==> config.mk <==
export PLATFORM = sky130hd
export DESIGN_NAME = ucnt_top
export DESIGN_NICKNAME = d
export VERILOG_FILES = /design/src/hw/ucnt_pkg.sv /design/src/hw/ucnt_prescaler.sv /design/src/hw/ucnt_pin_sync.sv /design/src/hw/ucnt_top.sv
export SDC_FILE = /design/constraint.sdc
export NUM_CORES = 1
export LEC_CHECK = 0
export ABC_AREA = 1
export BUFFER_PORTS_ARGS = -buffer_cell sky130_fd_sc_hd__buf_2
export CAP_MARGIN = 20
export CORE_MARGIN = 4
export CORE_UTILIZATION = 45
export DETAILED_ROUTE_END_ITERATION = 16
export GPL_TIMING_DRIVEN = 0
export PLACE_DENSITY = 0.71
export RECOVER_POWER = 25
export REMOVE_ABC_BUFFERS = 1
export SYNTH_ARGS = -nofsm -noshare
export SYNTH_HDL_FRONTEND = slang
export SYNTH_SLANG_ARGS = --single-unit
==> constraint.sdc <==
create_clock -name clk_i -period 5.95 [get_ports clk_i]
set_input_delay 0.8925 -clock clk_i [delete_from_list [all_inputs] [get_ports clk_i]]
set_output_delay 0.8925 -clock clk_i [all_outputs]
set_load 0.005 [all_outputs]
==> src/hw/ucnt_pkg.sv <==
// Constants shared by the up/down reload counter design.
package ucnt_pkg;

    ////////////////////////////////////////////////////////////////////////
    // Register indices; the byte address is four times the index.
    localparam logic [15:0] UCNT_CTRL_IDX  = 16'hffc3;
    localparam logic [15:0] UCNT_MODE_IDX  = 16'hffc4;
    localparam logic [15:0] UCNT_COUNT_IDX = 16'hffc5;

    ////////////////////////////////////////////////////////////////////////
    // Reset values.
    localparam logic [7:0] UCNT_MODE_RST   = 8'h18;
    localparam logic [7:0] UCNT_COUNT_RST  = 8'h00;
    localparam logic [7:0] UCNT_RELOAD_RST = 8'h00;

    ////////////////////////////////////////////////////////////////////////
    // Mode register fields.
    localparam int          UCNT_AR_BIT     = 7;
    localparam int          UCNT_DSRC_BIT   = 6;
    localparam int          UCNT_SDIR_BIT   = 5;
    localparam int          UCNT_CS_LSB     = 0;
    localparam logic [7:0]  UCNT_MODE_RSVD  = 8'h18;
    localparam logic [2:0]  UCNT_CS_EXT     = 3'h7;

    ////////////////////////////////////////////////////////////////////////
    // Control register fields.
    localparam int UCNT_FLAG_BIT = 0;
    localparam int UCNT_IEN_BIT  = 1;
    localparam int UCNT_EDGE_BIT = 2;

    ////////////////////////////////////////////////////////////////////////
    // Counter limits and prescaler taps (log2 of each divisor).
    localparam logic [7:0] UCNT_CNT_MAX = 8'hff;
    localparam logic [7:0] UCNT_CNT_MIN = 8'h00;
    localparam int         UCNT_PS_W    = 13;
    localparam int         UCNT_NDIV    = 7;
    localparam int         UCNT_DIV_LOG2 [UCNT_NDIV] = '{13, 11, 9, 8, 7, 5, 3};

endpackage : ucnt_pkg

==> src/hw/ucnt_prescaler.sv <==
// Free-running prescaler giving one-cycle ticks at the seven divided rates.
`timescale 1ns/100ps
module ucnt_prescaler (
    input  wire logic                         clk_i,
    input  wire logic                         resetn_i,
    output logic [ucnt_pkg::UCNT_NDIV-1:0]    tick_o
);

    logic [ucnt_pkg::UCNT_PS_W-1:0] ps;
    logic [ucnt_pkg::UCNT_NDIV-1:0] next_tick;

    function automatic logic [ucnt_pkg::UCNT_PS_W-1:0] ucnt_mask(input int sh);
        ucnt_mask = ucnt_pkg::UCNT_PS_W'((64'd1 << sh) - 64'd1);
    endfunction : ucnt_mask

    always_ff @(posedge clk_i or negedge resetn_i) begin
        if (!resetn_i) begin
            ps <= '0;
        end else begin
            ps <= ps + 1'b1;
        end
    end

    always_comb begin
        for (int k = 0; k < ucnt_pkg::UCNT_NDIV; k++) begin
            next_tick[k] = (ps & ucnt_mask(ucnt_pkg::UCNT_DIV_LOG2[k]))
                           == ucnt_mask(ucnt_pkg::UCNT_DIV_LOG2[k]);
        end
    end

    always_ff @(posedge clk_i or negedge resetn_i) begin
        if (!resetn_i) begin
            tick_o <= '0;
        end else begin
            tick_o <= next_tick;
        end
    end

endmodule : ucnt_prescaler

==> src/hw/ucnt_pin_sync.sv <==
// Three-stage pin synchroniser with a filtered level and edge pulses.
`timescale 1ns/100ps
module ucnt_pin_sync (
    input  wire logic clk_i,
    input  wire logic resetn_i,
    input  wire logic pin_i,
    output logic      level_o,
    output logic      rise_o,
    output logic      fall_o
);

    logic s1;
    logic s2;
    logic s3;
    logic agree;

    // A change counts only once the second and third stages agree.
    assign agree = (s2 == s3);

    always_ff @(posedge clk_i or negedge resetn_i) begin
        if (!resetn_i) begin
            s1      <= 1'b0;
            s2      <= 1'b0;
            s3      <= 1'b0;
            level_o <= 1'b0;
            rise_o  <= 1'b0;
            fall_o  <= 1'b0;
        end else begin
            s1      <= pin_i;
            s2      <= s1;
            s3      <= s2;
            level_o <= agree ? s3 : level_o;
            rise_o  <= agree & s3 & ~level_o;
            fall_o  <= agree & ~s3 & level_o;
        end
    end

endmodule : ucnt_pin_sync

==> src/hw/ucnt_top.sv <==
// Eight-bit up/down interval and auto-reload counter with an APB slave.
//
// Contract
// - Reload select 0 runs the counter as a free 8-bit interval timer.
// - Reset gives count 00 and mode 18; counting starts at once.
// - Clock select picks one of seven prescaler taps or the event pin.
// - Direction source picks software direction bit or direction pin.
// - Counting past FF up or 00 down sets the timer request flag.
// - Interrupt request is raised while flag and enable are both set.
// - Interval mode wraps to 00 on overflow, FF on underflow.
// - Interval mode: a reload write also loads the counter.
// - Reload select 1: each reload write loads the counter too.
// - Auto-reload mode loads the reload value on overflow or underflow.
// - Auto-reload period is 1 to 256 counting clocks via reload value.
// - Clock select code 111 selects the external event pin.
// - External clocking counts on the configured pin edge.
// - Pin control: direction pin high counts down, low counts up.
// - Codes 000 to 110 map to divide by 8192 down to divide by 8.
// - Software direction bit 0 counts up, 1 counts down.
// - Shared address: reads give the counter, writes go to reload.
// - A separate edge select bit picks the event pin edge.
//
// The register offsets and the APB slave port were chosen for this implementation.
`timescale 1ns/100ps
module ucnt_top (
    input  wire logic        clk_i,
    input  wire logic        resetn_i,
    input  wire logic        psel_i,
    input  wire logic        penable_i,
    input  wire logic        pwrite_i,
    input  wire logic [31:0] paddr_i,
    input  wire logic [31:0] pwdata_i,
    input  wire logic        event_clock_pin_i,
    input  wire logic        direction_pin_i,
    output logic      [31:0] prdata_o,
    output logic             pready_o,
    output logic             pslverr_o,
    output logic             irq_o
);

    ////////////////////////////////////////////////////////////////////////
    // State and wiring.
    logic                           autoreload_select;
    logic                           direction_source_select;
    logic                           soft_direction;
    logic [2:0]                     clock_select;
    logic [7:0]                     count_value;
    logic [7:0]                     reload_value;
    logic                           timer_irq_flag;
    logic                           timer_irq_enable;
    logic                           event_edge_select;
    logic [ucnt_pkg::UCNT_NDIV-1:0] div_tick;
    logic                           ev_rise;
    logic                           ev_fall;
    logic                           dir_level;
    logic                           setup;
    logic                           access;
    logic                           wr_mode;
    logic                           wr_ctrl;
    logic                           ld_wr;
    logic                           hit;
    logic                           cnt_en;
    logic                           down;
    logic                           terminal;
    logic [7:0]                     next_count;
    logic [7:0]                     mode_rd;
    logic [31:0]                    next_rdata;

    function automatic logic [31:0] ucnt_addr(input logic [15:0] idx);
        ucnt_addr = {14'h0000, idx, 2'b00};
    endfunction : ucnt_addr

    function automatic logic ucnt_is(input logic [31:0] a,
                                     input logic [15:0] idx);
        ucnt_is = (a == ucnt_addr(idx));
    endfunction : ucnt_is

    ////////////////////////////////////////////////////////////////////////
    // Clock sources and pins.
    ucnt_prescaler u_prescaler (
        .clk_i    (clk_i),
        .resetn_i (resetn_i),
        .tick_o   (div_tick)
    );

    ucnt_pin_sync u_event_sync (
        .clk_i    (clk_i),
        .resetn_i (resetn_i),
        .pin_i    (event_clock_pin_i),
        .level_o  (),
        .rise_o   (ev_rise),
        .fall_o   (ev_fall)
    );

    ucnt_pin_sync u_dir_sync (
        .clk_i    (clk_i),
        .resetn_i (resetn_i),
        .pin_i    (direction_pin_i),
        .level_o  (dir_level),
        .rise_o   (),
        .fall_o   ()
    );

    ////////////////////////////////////////////////////////////////////////
    // Bus decode. The slave answers in the first access cycle.
    always_comb begin
        setup   = psel_i & ~penable_i;
        access  = psel_i & penable_i & pready_o;
        hit     = ucnt_is(paddr_i, ucnt_pkg::UCNT_MODE_IDX)
                | ucnt_is(paddr_i, ucnt_pkg::UCNT_COUNT_IDX)
                | ucnt_is(paddr_i, ucnt_pkg::UCNT_CTRL_IDX);
        wr_mode = access & pwrite_i
                & ucnt_is(paddr_i, ucnt_pkg::UCNT_MODE_IDX);
        wr_ctrl = access & pwrite_i
                & ucnt_is(paddr_i, ucnt_pkg::UCNT_CTRL_IDX);
        ld_wr   = access & pwrite_i
                & ucnt_is(paddr_i, ucnt_pkg::UCNT_COUNT_IDX);
    end

    always_comb begin
        mode_rd = ucnt_pkg::UCNT_MODE_RSVD;
        mode_rd[ucnt_pkg::UCNT_AR_BIT]   = autoreload_select;
        mode_rd[ucnt_pkg::UCNT_DSRC_BIT] = direction_source_select;
        mode_rd[ucnt_pkg::UCNT_SDIR_BIT] = soft_direction;
        mode_rd[ucnt_pkg::UCNT_CS_LSB +: 3] = clock_select;
        next_rdata = 32'h0000_0000;
        if (ucnt_is(paddr_i, ucnt_pkg::UCNT_MODE_IDX)) begin
            next_rdata[7:0] = mode_rd;
        end else if (ucnt_is(paddr_i, ucnt_pkg::UCNT_COUNT_IDX)) begin
            next_rdata[7:0] = count_value;
        end else if (ucnt_is(paddr_i, ucnt_pkg::UCNT_CTRL_IDX)) begin
            next_rdata[ucnt_pkg::UCNT_FLAG_BIT] = timer_irq_flag;
            next_rdata[ucnt_pkg::UCNT_IEN_BIT]  = timer_irq_enable;
            next_rdata[ucnt_pkg::UCNT_EDGE_BIT] = event_edge_select;
        end
    end

    always_ff @(posedge clk_i or negedge resetn_i) begin
        if (!resetn_i) begin
            pready_o  <= 1'b0;
            pslverr_o <= 1'b0;
            prdata_o  <= 32'h0000_0000;
        end else begin
            pready_o  <= setup;
            pslverr_o <= setup & ~hit;
            if (setup && !pwrite_i) begin
                prdata_o <= next_rdata;
            end
        end
    end

    ////////////////////////////////////////////////////////////////////////
    // Mode and control registers.
    always_ff @(posedge clk_i or negedge resetn_i) begin
        if (!resetn_i) begin
            autoreload_select       <= ucnt_pkg::UCNT_MODE_RST[7];
            direction_source_select <= ucnt_pkg::UCNT_MODE_RST[6];
            soft_direction          <= ucnt_pkg::UCNT_MODE_RST[5];
            clock_select            <= ucnt_pkg::UCNT_MODE_RST[2:0];
        end else if (wr_mode) begin
            autoreload_select       <= pwdata_i[ucnt_pkg::UCNT_AR_BIT];
            direction_source_select <= pwdata_i[ucnt_pkg::UCNT_DSRC_BIT];
            soft_direction          <= pwdata_i[ucnt_pkg::UCNT_SDIR_BIT];
            clock_select            <= pwdata_i[ucnt_pkg::UCNT_CS_LSB +: 3];
        end
    end

    always_ff @(posedge clk_i or negedge resetn_i) begin
        if (!resetn_i) begin
            timer_irq_enable  <= 1'b0;
            event_edge_select <= 1'b0;
        end else if (wr_ctrl) begin
            timer_irq_enable  <= pwdata_i[ucnt_pkg::UCNT_IEN_BIT];
            event_edge_select <= pwdata_i[ucnt_pkg::UCNT_EDGE_BIT];
        end
    end

    ////////////////////////////////////////////////////////////////////////
    // Counting clock and direction.
    always_comb begin
        cnt_en = 1'b0;
        unique case (clock_select)
            3'h0: cnt_en = div_tick[0];
            3'h1: cnt_en = div_tick[1];
            3'h2: cnt_en = div_tick[2];
            3'h3: cnt_en = div_tick[3];
            3'h4: cnt_en = div_tick[4];
            3'h5: cnt_en = div_tick[5];
            3'h6: cnt_en = div_tick[6];
            3'h7: cnt_en = event_edge_select ? ev_rise : ev_fall;
        endcase
    end

    assign down = direction_source_select ? dir_level : soft_direction;

    assign terminal = cnt_en & ~ld_wr
                    & (down ? (count_value == ucnt_pkg::UCNT_CNT_MIN)
                            : (count_value == ucnt_pkg::UCNT_CNT_MAX));

    always_comb begin
        next_count = count_value;
        if (ld_wr) begin
            next_count = pwdata_i[7:0];
        end else if (terminal) begin
            if (autoreload_select) begin
                next_count = reload_value;
            end else begin
                next_count = down ? ucnt_pkg::UCNT_CNT_MAX
                                  : ucnt_pkg::UCNT_CNT_MIN;
            end
        end else if (cnt_en) begin
            next_count = down ? count_value - 8'h01 : count_value + 8'h01;
        end
    end

    ////////////////////////////////////////////////////////////////////////
    // Counter, reload and request flag.
    always_ff @(posedge clk_i or negedge resetn_i) begin
        if (!resetn_i) begin
            count_value <= ucnt_pkg::UCNT_COUNT_RST;
        end else begin
            count_value <= next_count;
        end
    end

    always_ff @(posedge clk_i or negedge resetn_i) begin
        if (!resetn_i) begin
            reload_value <= ucnt_pkg::UCNT_RELOAD_RST;
        end else if (ld_wr) begin
            reload_value <= pwdata_i[7:0];
        end
    end

    // A wrap in the same cycle as a software clear keeps the flag set.
    always_ff @(posedge clk_i or negedge resetn_i) begin
        if (!resetn_i) begin
            timer_irq_flag <= 1'b0;
        end else if (terminal) begin
            timer_irq_flag <= 1'b1;
        end else if (wr_ctrl && !pwdata_i[ucnt_pkg::UCNT_FLAG_BIT]) begin
            timer_irq_flag <= 1'b0;
        end
    end

    always_ff @(posedge clk_i or negedge resetn_i) begin
        if (!resetn_i) begin
            irq_o <= 1'b0;
        end else begin
            irq_o <= timer_irq_flag & timer_irq_enable;
        end
    end
endmodule : ucnt_top

==> impl_metrics.json, run 1 <==
{
  "status": "complete, no violations",
  "crit_family": "compound AO/OA/AOI/OAI gates",
  "cts_buffers": 9,
  "clkTransAtPathRegs_ps": 70,
  "cp-start-kind": "flop",
  "n_fill_cell": 750,
  "p_leak_uw": 0.00231,
  "overflow": 0,
  "slew_headroom_pct": 46.6,
  "cp_slowest_cell": "o21ai_2",
  "ys_ff_latch": 66,
  "critPathBufInv": 2,
  "hold_buffers": 0,
  "tightest_slew_ps": 802,
  "initial_core_util_pct": 46.0,
  "die-area_um2": 9880,
  "timing.final.crit_share_pct": 40.0,
  "syn2layout_area_growth_pct": 15.6,
  "slowest_delay_ps": 480,
  "place.port_buffers": 57,
  "synth_edf_count": 0,
  "postSynthCellCount": 455,
  "routed_via_density": 4.88,
  "place.detailed.hpwl_um": 5900,
  "synth_cell_types": 42,
  "combPwrFrac_pct": 4.7,
  "cp_max_fo": 10,
  "slew_viol_final": 0,
  "clock.fmax_mhz": 420,
  "netSwitchingPower_uw": 203,
  "crit_path_cell_trace": "o21ai_2, inv_2, fa_1, inv_1, nand4_1, a31o_2, a31oi_1, nand2_1, nand2_1",
  "gp_congestion": 0.897,
  "cp_data_arrival_time_ps": 2660,
  "drt-wirelength-per-cell_um": 12.4,
  "drtAntennaViolNets": 0,
  "wl_um": 7830,
  "ctsResizeCount": 0,
  "powerDensity_nw_per_um2": 232,
  "vias": 3070,
  "ioPinCount": 106,
  "multi_input_area_um2": 1770,
  "pwr-share-clk_pct": 50.0,
  "core_area_um2": 8180,
  "p_int_uw": 804,
  "grt_setup_unrepaired": "no",
  "ys_seq_area_share_pct": 44.0,
  "period_minus_slack_ps": 2380,
  "cts-root-buf": "clkbuf_8",
  "finalSetupTns_ps": 0,
  "hp-class": "reg2reg",
  "hold_viol_final": 0,
  "drt_iter0_markers": 148,
  "power.share.switching_pct": 20.1,
  "yosysWarnings": 0,
  "max_cap_violations": 0,
  "grt_max_degree": 67,
  "ir_drop_mv": 0.160,
  "cts_tree": "built",
  "synth_area_per_cell_um2": 8.26,
  "nets": 603,
  "grt_pass1_vias": 2926,
  "grtUsageTotal_pct": 16.4,
  "postCtsSetupRepairBufs": 0,
  "cpMostUsedCell": "nand2_1",
  "cp.required_ps": 6230,
  "seqPwrFrac_pct": 45.3,
  "row_count": 33,
  "finalSetupViolCount": 0,
  "diodes": 0,
  "ys_async_sr_fraction_pct": 100,
  "drc": 0,
  "antenna_found_initial": 0,
  "synth_area_um2": 3760,
  "regArea_um2": 1650,
  "place_inst": 613,
  "final_layout_size_suffix_gt1_share_pct": 20.4,
  "finClkSkew_ps": 5.88,
  "htree_levels": 3,
  "crit_type": "reg2reg",
  "fp.dieW_um": 99.4,
  "crit_path_end_kind": "flop",
  "clockBufferDepth": 2,
  "clkSinkCount": 66,
  "ys.flop_type": "dfrtp_1",
  "grt_pass1_wl_um": 13000,
  "die-height_um": 99.4,
  "instances_no_fill": 629,
  "insertion_delay_ps": 340,
  "drt_pass1_iterations": 4
}
## cells in the final DEF, fill, tap and decap left out, drive strengths merged
| cell | synthesis | final |
|---|---|---|
| nand4 | 13 | 13 |
| a21boi | 1 | 1 |
| clkbuf | 1 | 10 |
| nor3 | 3 | 3 |
| xor2 | 8 | 8 |
| clkinv | 1 | 1 |
| o22ai | 3 | 3 |
| conb | 1 | 24 |
| nand3 | 28 | 28 |
| a31oi | 3 | 3 |
| a31o | 1 | 1 |
| o21ai | 20 | 20 |
| and2 | 2 | 2 |
| a21oi | 13 | 13 |
| o221ai | 3 | 3 |
| a21o | 1 | 1 |
| nand2 | 135 | 135 |
| xnor2 | 4 | 4 |
| nor2 | 44 | 44 |
| inv | 59 | 60 |
| or2 | 3 | 3 |
| o21bai | 1 | 1 |
| buf | 26 | 57 |
| ha | 12 | 12 |
| or3 | 1 | 1 |
| dfrtp | 66 | 66 |
| maj3 | 1 | 1 |
| fa | 1 | 1 |
| clkinvlp | 0 | 1 |
| bufinv | 0 | 4 |
## cells by family after synthesis
group / count (synthesis) / synth area share [%]
compound gates: 46 / 7.13
xor+xnor: 12 / 2.80
fa+ha+maj: 14 / 4.80
buf+inv: 87 / 11.2
flops: 66 / 44.0
other cells: 1 / 0.0998
simple gates: 229 / 30.1
## area by class of cell
class                           instances  area share [%]
Clock buffer                           10            3.17
Clock inverter                          6            3.14
Inverter                               60            5.19
Multi-Input combinational cell        325            40.8
Sequential cell                        66            38.0
Tap cell                              105            3.03
Timing Repair Buffer                   57            6.63
## registers in the layout, indices dropped and copies added, names as in the netlist, 3 cells and up
signal / cells
clock_select: 3
count_value: 8
prdata_o: 8
reload_value: 8
u_prescaler.ps: 13
u_prescaler.tick_o: 7
## Yosys cell counts, types with 4 or more instances
master	instances	area, um2
dfrtp_1	66	1650
buf_4	24	180
nor2_2	4	25.0
nor2_1	35	131
o21ai_1	9	45.0
o21ai_0	10	50.1
nand2_2	6	37.5
ha_1	12	150
xnor2_1	4	35.0
inv_1	53	199
xor2_1	8	70.1
a21oi_1	12	60.1
nand2_1	126	473
nand4_1	12	75.1
nand3_1	24	120
inv_2	6	22.5
## stage by stage
step	instance area (um2)	power [uW]	setup slack (ps)	util (%)	hold slack, ps
2_1_floorplan	3650	483	3890	-	331
3_3_place_gp	4070	511	3530	49.7	333
3_5_place_dp	4070	513	3530	49.8	336
4_1_cts	4340	1020	3570	53.1	354
5_1_grt	4340	1050	3430	53.1	359
6_report	4340	1010	3570	53.1	350
## routing by layer
layer / wire, um / GRT usage, % / vias up
met2: 3720 / 27.7 / 99
met1: 3310 / 19.9 / 1434
met5: 0 / 0 / -
met4: 161 / 7.35 / 0
met3: 635 / 3.79 / 14
li1: - / - / 1523
## power groups by stage
stage / registers, uW / clock network, uW / logic [uW]
floorplan: 464 / 0 / 18.2
global placement: 465 / 0 / 46.2
detailed placement: 465 / 0 / 47.7
CTS: 456 / 516 / 47.9
global route: 457 / 535 / 54.1
finish: 456 / 503 / 47.0
## path summary, 6_finish.rpt
kind / start / to / slack (ps) / depth (start not counted)
setup / recovery: direction_source_select / count_value[6] / 3570 / 9
max in group asynchronous: resetn_i / reload_value[5] / 4780 / 1
hold / removal: u_event_sync.s1 / u_event_sync.s2 / 350 / 0
setup reg to reg: direction_source_select / count_value[6] / 3570 / 9
min in group asynchronous: resetn_i / count_value[0] / 630 / 1
hold reg to reg: u_event_sync.s1 / u_event_sync.s2 / 350 / 0
No activity file was read; power rests on OpenSTA's default activity.
==> inputs of run 2 (changes only) <==
--- a/config.mk
+++ b/config.mk
@@ -5,14 +5,14 @@
 export SDC_FILE = /design/constraint.sdc
 export NUM_CORES = 1
 export LEC_CHECK = 0
-export ABC_AREA = 1
+export ABC_AREA = 0
 export BUFFER_PORTS_ARGS = -buffer_cell sky130_fd_sc_hd__buf_2
 export CAP_MARGIN = 20
 export CORE_MARGIN = 4
 export CORE_UTILIZATION = 45
 export DETAILED_ROUTE_END_ITERATION = 16
 export GPL_TIMING_DRIVEN = 0
-export PLACE_DENSITY = 0.71
+export PLACE_DENSITY = 0.74
 export RECOVER_POWER = 25
 export REMOVE_ABC_BUFFERS = 1
 export SYNTH_ARGS = -nofsm -noshare
==> constraint.sdc (replaced) <==
create_clock -name clk_i -period 1.9 [get_ports clk_i]
set_input_delay 0.285 -clock clk_i [delete_from_list [all_inputs] [get_ports clk_i]]
set_output_delay 0.285 -clock clk_i [all_outputs]
set_load 0.005 [all_outputs]
==> run 2 against run 1 <==
  * The flow now finishes with violations (capacitance limit, slew limit, setup timing)
  * Synthesized area shrank 9.5%
  * Via count down 15%
  * Clock-buffer cell count stayed put
  * Worst setup slack got worse by 4200 ps
  * Die area decreased by 8.8%
  * Final cell count is 20% lower
==> impl_metrics.json, run 2 <==
{
  "status": "finished with violations",
  "violations": "capacitance limit, slew limit, setup timing",
  "synth_cell_types": 44,
  "routed_via_density": 5.16,
  "grtUsageTotal_pct": 17.3,
  "ys_seq_area_share_pct": 48.6,
  "multi_input_area_um2": 1720,
  "max_cap_violations": 1,
  "cp-start-kind": "primary input",
  "fp.dieW_um": 94.9,
  "cts_buffers": 9,
  "synth_most_common_cell": "dfrtp_1",
  "critPathBufInv": 1,
  "ioPinCount": 106,
  "cp.depth": 6,
  "die-height_um": 94.9,
  "final_layout_size_suffix_gt1_share_pct": 31.3,
  "instances_no_fill": 505,
  "drc": 0,
  "period_minus_slack_ps": 2570,
  "final_cell_mix": "dfrtp_1, buf_2, nand2_1",
  "cp_slowest_cell": "or4b_4",
  "yosysWarnings": 0,
  "crit_type": "in2reg",
  "syn2layout_area_growth_pct": 21.7,
  "crit_path_cell_trace": "buf_6, or4b_1, or4_4, or4b_4, or3_4, mux2_4",
  "largest_register_ffs": 13,
  "cp_data_arrival_time_ps": 2800,
  "finalSetupViolCount": 34,
  "grt_max_degree": 67,
  "synth_top_cell_by_area": "dfrtp_1",
  "initial_core_util_pct": 46.6,
  "clockBufferDepth": 2,
  "place.detailed.hpwl_um": 5290,
  "synth_edf_count": 0,
  "worst_slack_ps": -667,
  "grt_setup_unrepaired": "yes",
  "diodes": 0,
  "finalPower_uw": 2590,
  "drt_iter0_markers": 162,
  "gp_congestion": 0.854,
  "nets": 485,
  "synth_area_um2": 3400,
  "overflow": 0,
  "finalSetupTns_ps": -17570,
  "hold_viol_final": 0,
  "cp_max_fo": 6,
  "crit_family": "simple AND/OR/NAND/NOR gates",
  "ys.flop_type": "dfrtp_1",
  "slew_viol_final": 67,
  "finClkSkew_ps": 6.61,
  "clock.fmax_mhz": 390,
  "synth_top_area_share_pct": 48.6,
  "place.port_buffers": 57,
  "rr_worst_depth": 8,
  "p_leak_uw": 0.00209,
  "crit_path_end_kind": "flop",
  "ir_drop_mv": 0.381,
  "tightest_slew_ps": 1580,
  "drt-wirelength-per-cell_um": 14.8,
  "insertion_delay_ps": 350,
  "hold_path_depth": 1,
  "slowest_delay_ps": 560,
  "timing.final.crit_share_pct": 135,
  "core_area_um2": 7290,
  "drtAntennaViolNets": 0,
  "clkTransAtPathRegs_ps": 70,
  "place_ws_ps": -1280,
  "final_common_cell": "dfrtp_1",
  "regMostFlops": "u_prescaler.ps",
  "regArea_um2": 1650,
  "wl_um": 7490,
  "slew_headroom_pct": -5.34,
  "grt_pass1_vias": 2513,
  "drt_pass1_iterations": 4,
  "ys_ff_latch": 66,
  "synthTopCellsByCount": "dfrtp_1, nand2_1, nor2_1, buf_4",
  "cts-root-buf": "clkbuf_8",
  "grt_pass1_wl_um": 11800,
  "row_count": 31,
  "clkSinkCount": 66,
  "ys_async_sr_fraction_pct": 100,
  "postSynthCellCount": 328,
  "synth_area_per_cell_um2": 10.4,
  "hp-class": "in2reg",
  "cts_tree": "built",
  "synth_area_leaders": "dfrtp_1, buf_4, ha_1",
  "vias": 2606,
  "powerDensity_nw_per_um2": 626,
  "cp.required_ps": 2130,
  "place_inst": 475,
  "n_fill_cell": 629,
  "antenna_found_initial": 0,
  "htree_levels": 3,
  "die-area_um2": 9010
}
run 2: cell types whose count changed in the layout (fill, tap and decap cells not counted), sizes merged, moves of 6 or more:
cell,delta
o21ai,-6
mux2i,+9
nand3,-21
o31ai,+11
nor4,+7
and3,+6
nor2,-17
nand2,-103
inv,-45
mux2,+12
buf,+13
run 2: cell families (layout without fill, tap and decap cells):
kind of cell | Yosys count | in the layout | synth area share, %
buf+inv | 47 | 101 | 7.91
other cells | 1 | 24 | 0.110
compound gates | 53 | 53 | 9.72
simple gates | 112 | 112 | 16.7
xor+xnor | 13 | 13 | 3.35
fa+ha+maj | 14 | 14 | 5.30
flops | 66 | 66 | 48.6
mux | 22 | 23 | 8.28
run 2: metal layers:
| layer | global-route usage (%) | wire length [um] |
|---|---|---|
| met5 | 0 | 0 |
| met4 | 8.29 | 7 |
| met1 | 21.6 | 3240 |
| met2 | 28.7 | 3660 |
| met3 | 3.51 | 578 |
run 2: worst paths after layout:
kind / end / slack, ps / from
max: clock_select[0] / -670 / paddr_i[5]
min: u_event_sync.s1 / 40 / event_clock_pin_i
max reg2reg: count_value[7] / -620 / direction_source_select
min reg2reg: u_dir_sync.s2 / 350 / u_dir_sync.s1
max in group asynchronous: direction_source_select / 510 / resetn_i
min in group asynchronous: reload_value[4] / 320 / resetn_i
run 2: layout make-up:
cell class / instances / area share (%)
flip-flops and latches: 66 / 40.0
clock buffers: 10 / 3.09
multi-input cells: 239 / 41.5
repair buffers: 71 / 10.1
clock inverters: 6 / 1.03
well taps: 99 / 2.99
inverters: 14 / 1.27
run 2: what timing repair did:
item	4_1_cts	5_1_grt
hold buffers	0	0
endpoints found under the hold margin	0	0
gates resized for setup	15	36
buffers inserted	6	6
pin swaps	5	8
gates cloned	0	2
endpoints found under the setup margin	34	34
run 2: where the power goes:
part	leakage, uW	switching, uW	total (uW)	internal, uW
sequential	0.000822	9.89	1430	1420
clock	0.0000827	552	1030	475
combinational	0.00119	81.0	132	51.4
total	0.00209	643	2590	1950
run 2: worst register-to-register path: cells and delay by family, from the launching register on:
kind | cells | cell delay [ps]
AO/OA/AOI/OAI | 4 | 700
adder cells (fa/ha/maj) | 1 | 290
flip-flops | 1 | 440
multiplexers | 1 | 360
AND/OR/NAND/NOR | 2 | 630
run 2: stage by stage:
| stage | hold slack (ps) | util, % | cell area (um2) |
|---|---|---|---|
| floorplan | -10.6 | - | 3270 |
| global placement | 336 | 50.4 | 3680 |
| detailed placement | 338 | 50.6 | 3690 |
| CTS | 21.6 | 54.3 | 3960 |
| global route | 25.3 | 56.7 | 4140 |
| finish | 40.0 | 56.7 | 4140 |
==> inputs of run 3 (changes only) <==
--- a/config.mk
+++ b/config.mk
@@ -6,13 +6,12 @@
 export NUM_CORES = 1
 export LEC_CHECK = 0
 export ABC_AREA = 0
-export BUFFER_PORTS_ARGS = -buffer_cell sky130_fd_sc_hd__buf_2
 export CAP_MARGIN = 20
 export CORE_MARGIN = 4
 export CORE_UTILIZATION = 45
 export DETAILED_ROUTE_END_ITERATION = 16
+export DONT_BUFFER_PORTS = 1
 export GPL_TIMING_DRIVEN = 0
-export PLACE_DENSITY = 0.74
 export RECOVER_POWER = 25
 export REMOVE_ABC_BUFFERS = 1
 export SYNTH_ARGS = -nofsm -noshare
==> run 3 against run 2 <==
  * The run ends with setup timing left
  * Sequential share of layout area increased by 2.5 points
  * Clock skew rose by 0.51 ps
  * Via count fell by 7.3%
  * Critical path type unchanged
  * Critical endpoint is now count_value[7]
  * Largest power group unchanged
==> impl_metrics.json, run 3 (synthesis gave the netlist of run 2 again) <==
{
  "status": "finished with violations",
  "violations": "setup timing",
  "place.detailed.hpwl_um": 4900,
  "hold_viol_final": 0,
  "drt-wirelength-per-cell_um": 16.2,
  "rr_worst_depth": 8,
  "reg2reg_from": "direction_source_select",
  "final_layout_size_suffix_gt1_share_pct": 19.9,
  "powerDensity_nw_per_um2": 655,
  "cp.required_ps": 2140,
  "cp-start-kind": "primary input",
  "vias": 2415,
  "place_inst": 418,
  "grtUsageTotal_pct": 16.4,
  "regMostFlops": "u_prescaler.ps",
  "cp_slowest_cell": "or4b_4",
  "insertion_delay_ps": 350,
  "ir_drop_mv": 0.259,
  "die-height_um": 94.9,
  "cts_tree": "built",
  "clock.fmax_mhz": 402,
  "largest_register_ffs": 13,
  "finClkSkew_ps": 7.11,
  "htree_levels": 3,
  "die-area_um2": 9010,
  "drtAntennaViolNets": 0,
  "timing.final.crit_share_pct": 131,
  "nets": 431,
  "slowest_delay_ps": 560,
  "ioPinCount": 106,
  "grt_setup_unrepaired": "yes",
  "finalSetupViolCount": 34,
  "drt_pass1_iterations": 4,
  "gp_congestion": 0.839,
  "syn2layout_area_growth_pct": 14.4,
  "final_cell_mix": "dfrtp_1, nand2_1, conb_1",
  "final_common_cell": "dfrtp_1",
  "antenna_found_initial": 0,
  "crit_path_cell_trace": "or4b_4, or4_4, or4b_4, buf_6, nor3_4, buf_6, nor2_1, a22o_1",
  "hp-class": "in2reg",
  "core_area_um2": 7290,
  "finalSetupTns_ps": -14130,
  "n_fill_cell": 661,
  "tightest_slew_ps": 876,
  "drt_iter0_markers": 88,
  "cts-root-buf": "clkbuf_8",
  "r2r_end": "count_value[7]",
  "drc": 0,
  "grt_max_degree": 67,
  "clkSinkCount": 66,
  "place.port_buffers": 0,
  "hold_start": "penable_i",
  "fp.dieW_um": 94.9,
  "routed_via_density": 5.35,
  "row_count": 31,
  "wl_um": 7300,
  "slew_viol_final": 0,
  "hold_slack_ps": 20.1,
  "hold_path_depth": 1,
  "cp_data_arrival_time_ps": 2730,
  "initial_core_util_pct": 46.6,
  "cp_max_fo": 5,
  "clockBufferDepth": 2,
  "p_leak_uw": 0.00184,
  "cts_buffers": 9,
  "clkTransAtPathRegs_ps": 70,
  "instances_no_fill": 451,
  "hold_end": "pready_o",
  "worst_slack_ps": -590,
  "slew_headroom_pct": 41.6,
  "crit_path_end_kind": "flop",
  "reg2reg_setup_slack_ps": -590,
  "diodes": 0,
  "grt_pass1_vias": 2365,
  "max_cap_violations": 0,
  "finalPower_uw": 2550,
  "crit_type": "in2reg",
  "period_minus_slack_ps": 2490,
  "overflow": 0,
  "grt_pass1_wl_um": 11200
}
[run 3: changes by cell type in the layout (fill, tap and decap cells not counted), sizes merged]
| cell | previous run | this run |
|---|---|---|
| buf | 70 | 13 |
| dlygate4sd3 | 0 | 3 |
| clkinv | 3 | 5 |
| clkinvlp | 2 | 1 |
| inv | 15 | 14 |
[run 3: cell type report]
| type | count | area, um2 | area share (%) |
|---|---|---|---|
| well taps | 99 | 124 | 3.19 |
| clock inverters | 6 | 43.8 | 1.13 |
| flip-flops and latches | 66 | 1650 | 42.5 |
| clock buffers | 10 | 128 | 3.28 |
| multi-input cells | 239 | 1740 | 44.8 |
| inverters | 14 | 52.6 | 1.35 |
| repair buffers | 17 | 146 | 3.76 |
[run 3: per-stage QoR]
stage / worst slack (ps) / instance area [um2] / utilization, %
5_1_grt: -651 / 3890 / 53.3
3_5_place_dp: -1310 / 3400 / 46.7
4_1_cts: -597 / 3770 / 51.8
3_3_place_gp: -1570 / 3390 / 46.5
6_report: -590 / 3890 / 53.3
2_1_floorplan: -1120 / 3270 / -
[run 3: worst max-delay path: cells and delay by family]
family | cells | cell delay (ps)
buffers and inverters | 2 | 330
AOI/OAI and AO/OA | 1 | 190
and+or+nand+nor | 5 | 1910
[run 3: what timing repair did]
| action | 4_1_cts | 5_1_grt |
|---|---|---|
| hold endpoints to repair | 68 | 0 |
| setup buffers | 8 | 4 |
| gates resized for setup | 17 | 24 |
| endpoints found under the setup margin | 34 | 34 |
| pin swaps | 7 | 12 |
| hold buffers | 4 | 0 |
| gates cloned | 1 | 1 |
[run 3: power breakdown]
| part | leakage [uW] | switching [uW] | internal, uW |
|---|---|---|---|
| logic | 0.000931 | 55.7 | 22.0 |
| clock network | 0.0000862 | 565 | 475 |
| registers | 0.000822 | 9.86 | 1420 |
| total | 0.00184 | 631 | 1920 |
[run 3: worst max-delay path by stage]
| stage | startpoint | to | slack (ps) | cells after the start |
|---|---|---|---|---|
| after floorplan | paddr_i[5] | count_value[7] | -1120 | 6 |
| after global placement | paddr_i[5] | count_value[7] | -1570 | 6 |
| after detailed placement | paddr_i[5] | count_value[7] | -1310 | 7 |
| after CTS | paddr_i[5] | soft_direction | -600 | 5 |
| after global routing | paddr_i[5] | count_value[7] | -650 | 8 |
| final | paddr_i[5] | count_value[7] | -590 | 8 |
[run 3: metal layers]
layer	global-route usage [%]	vias up	wire length (um)
met2	26.4	94	3430
met4	7.57	0	96
li1	-	1147	-
met5	0	-	0
met1	21.0	1163	3220
met3	3.59	11	554
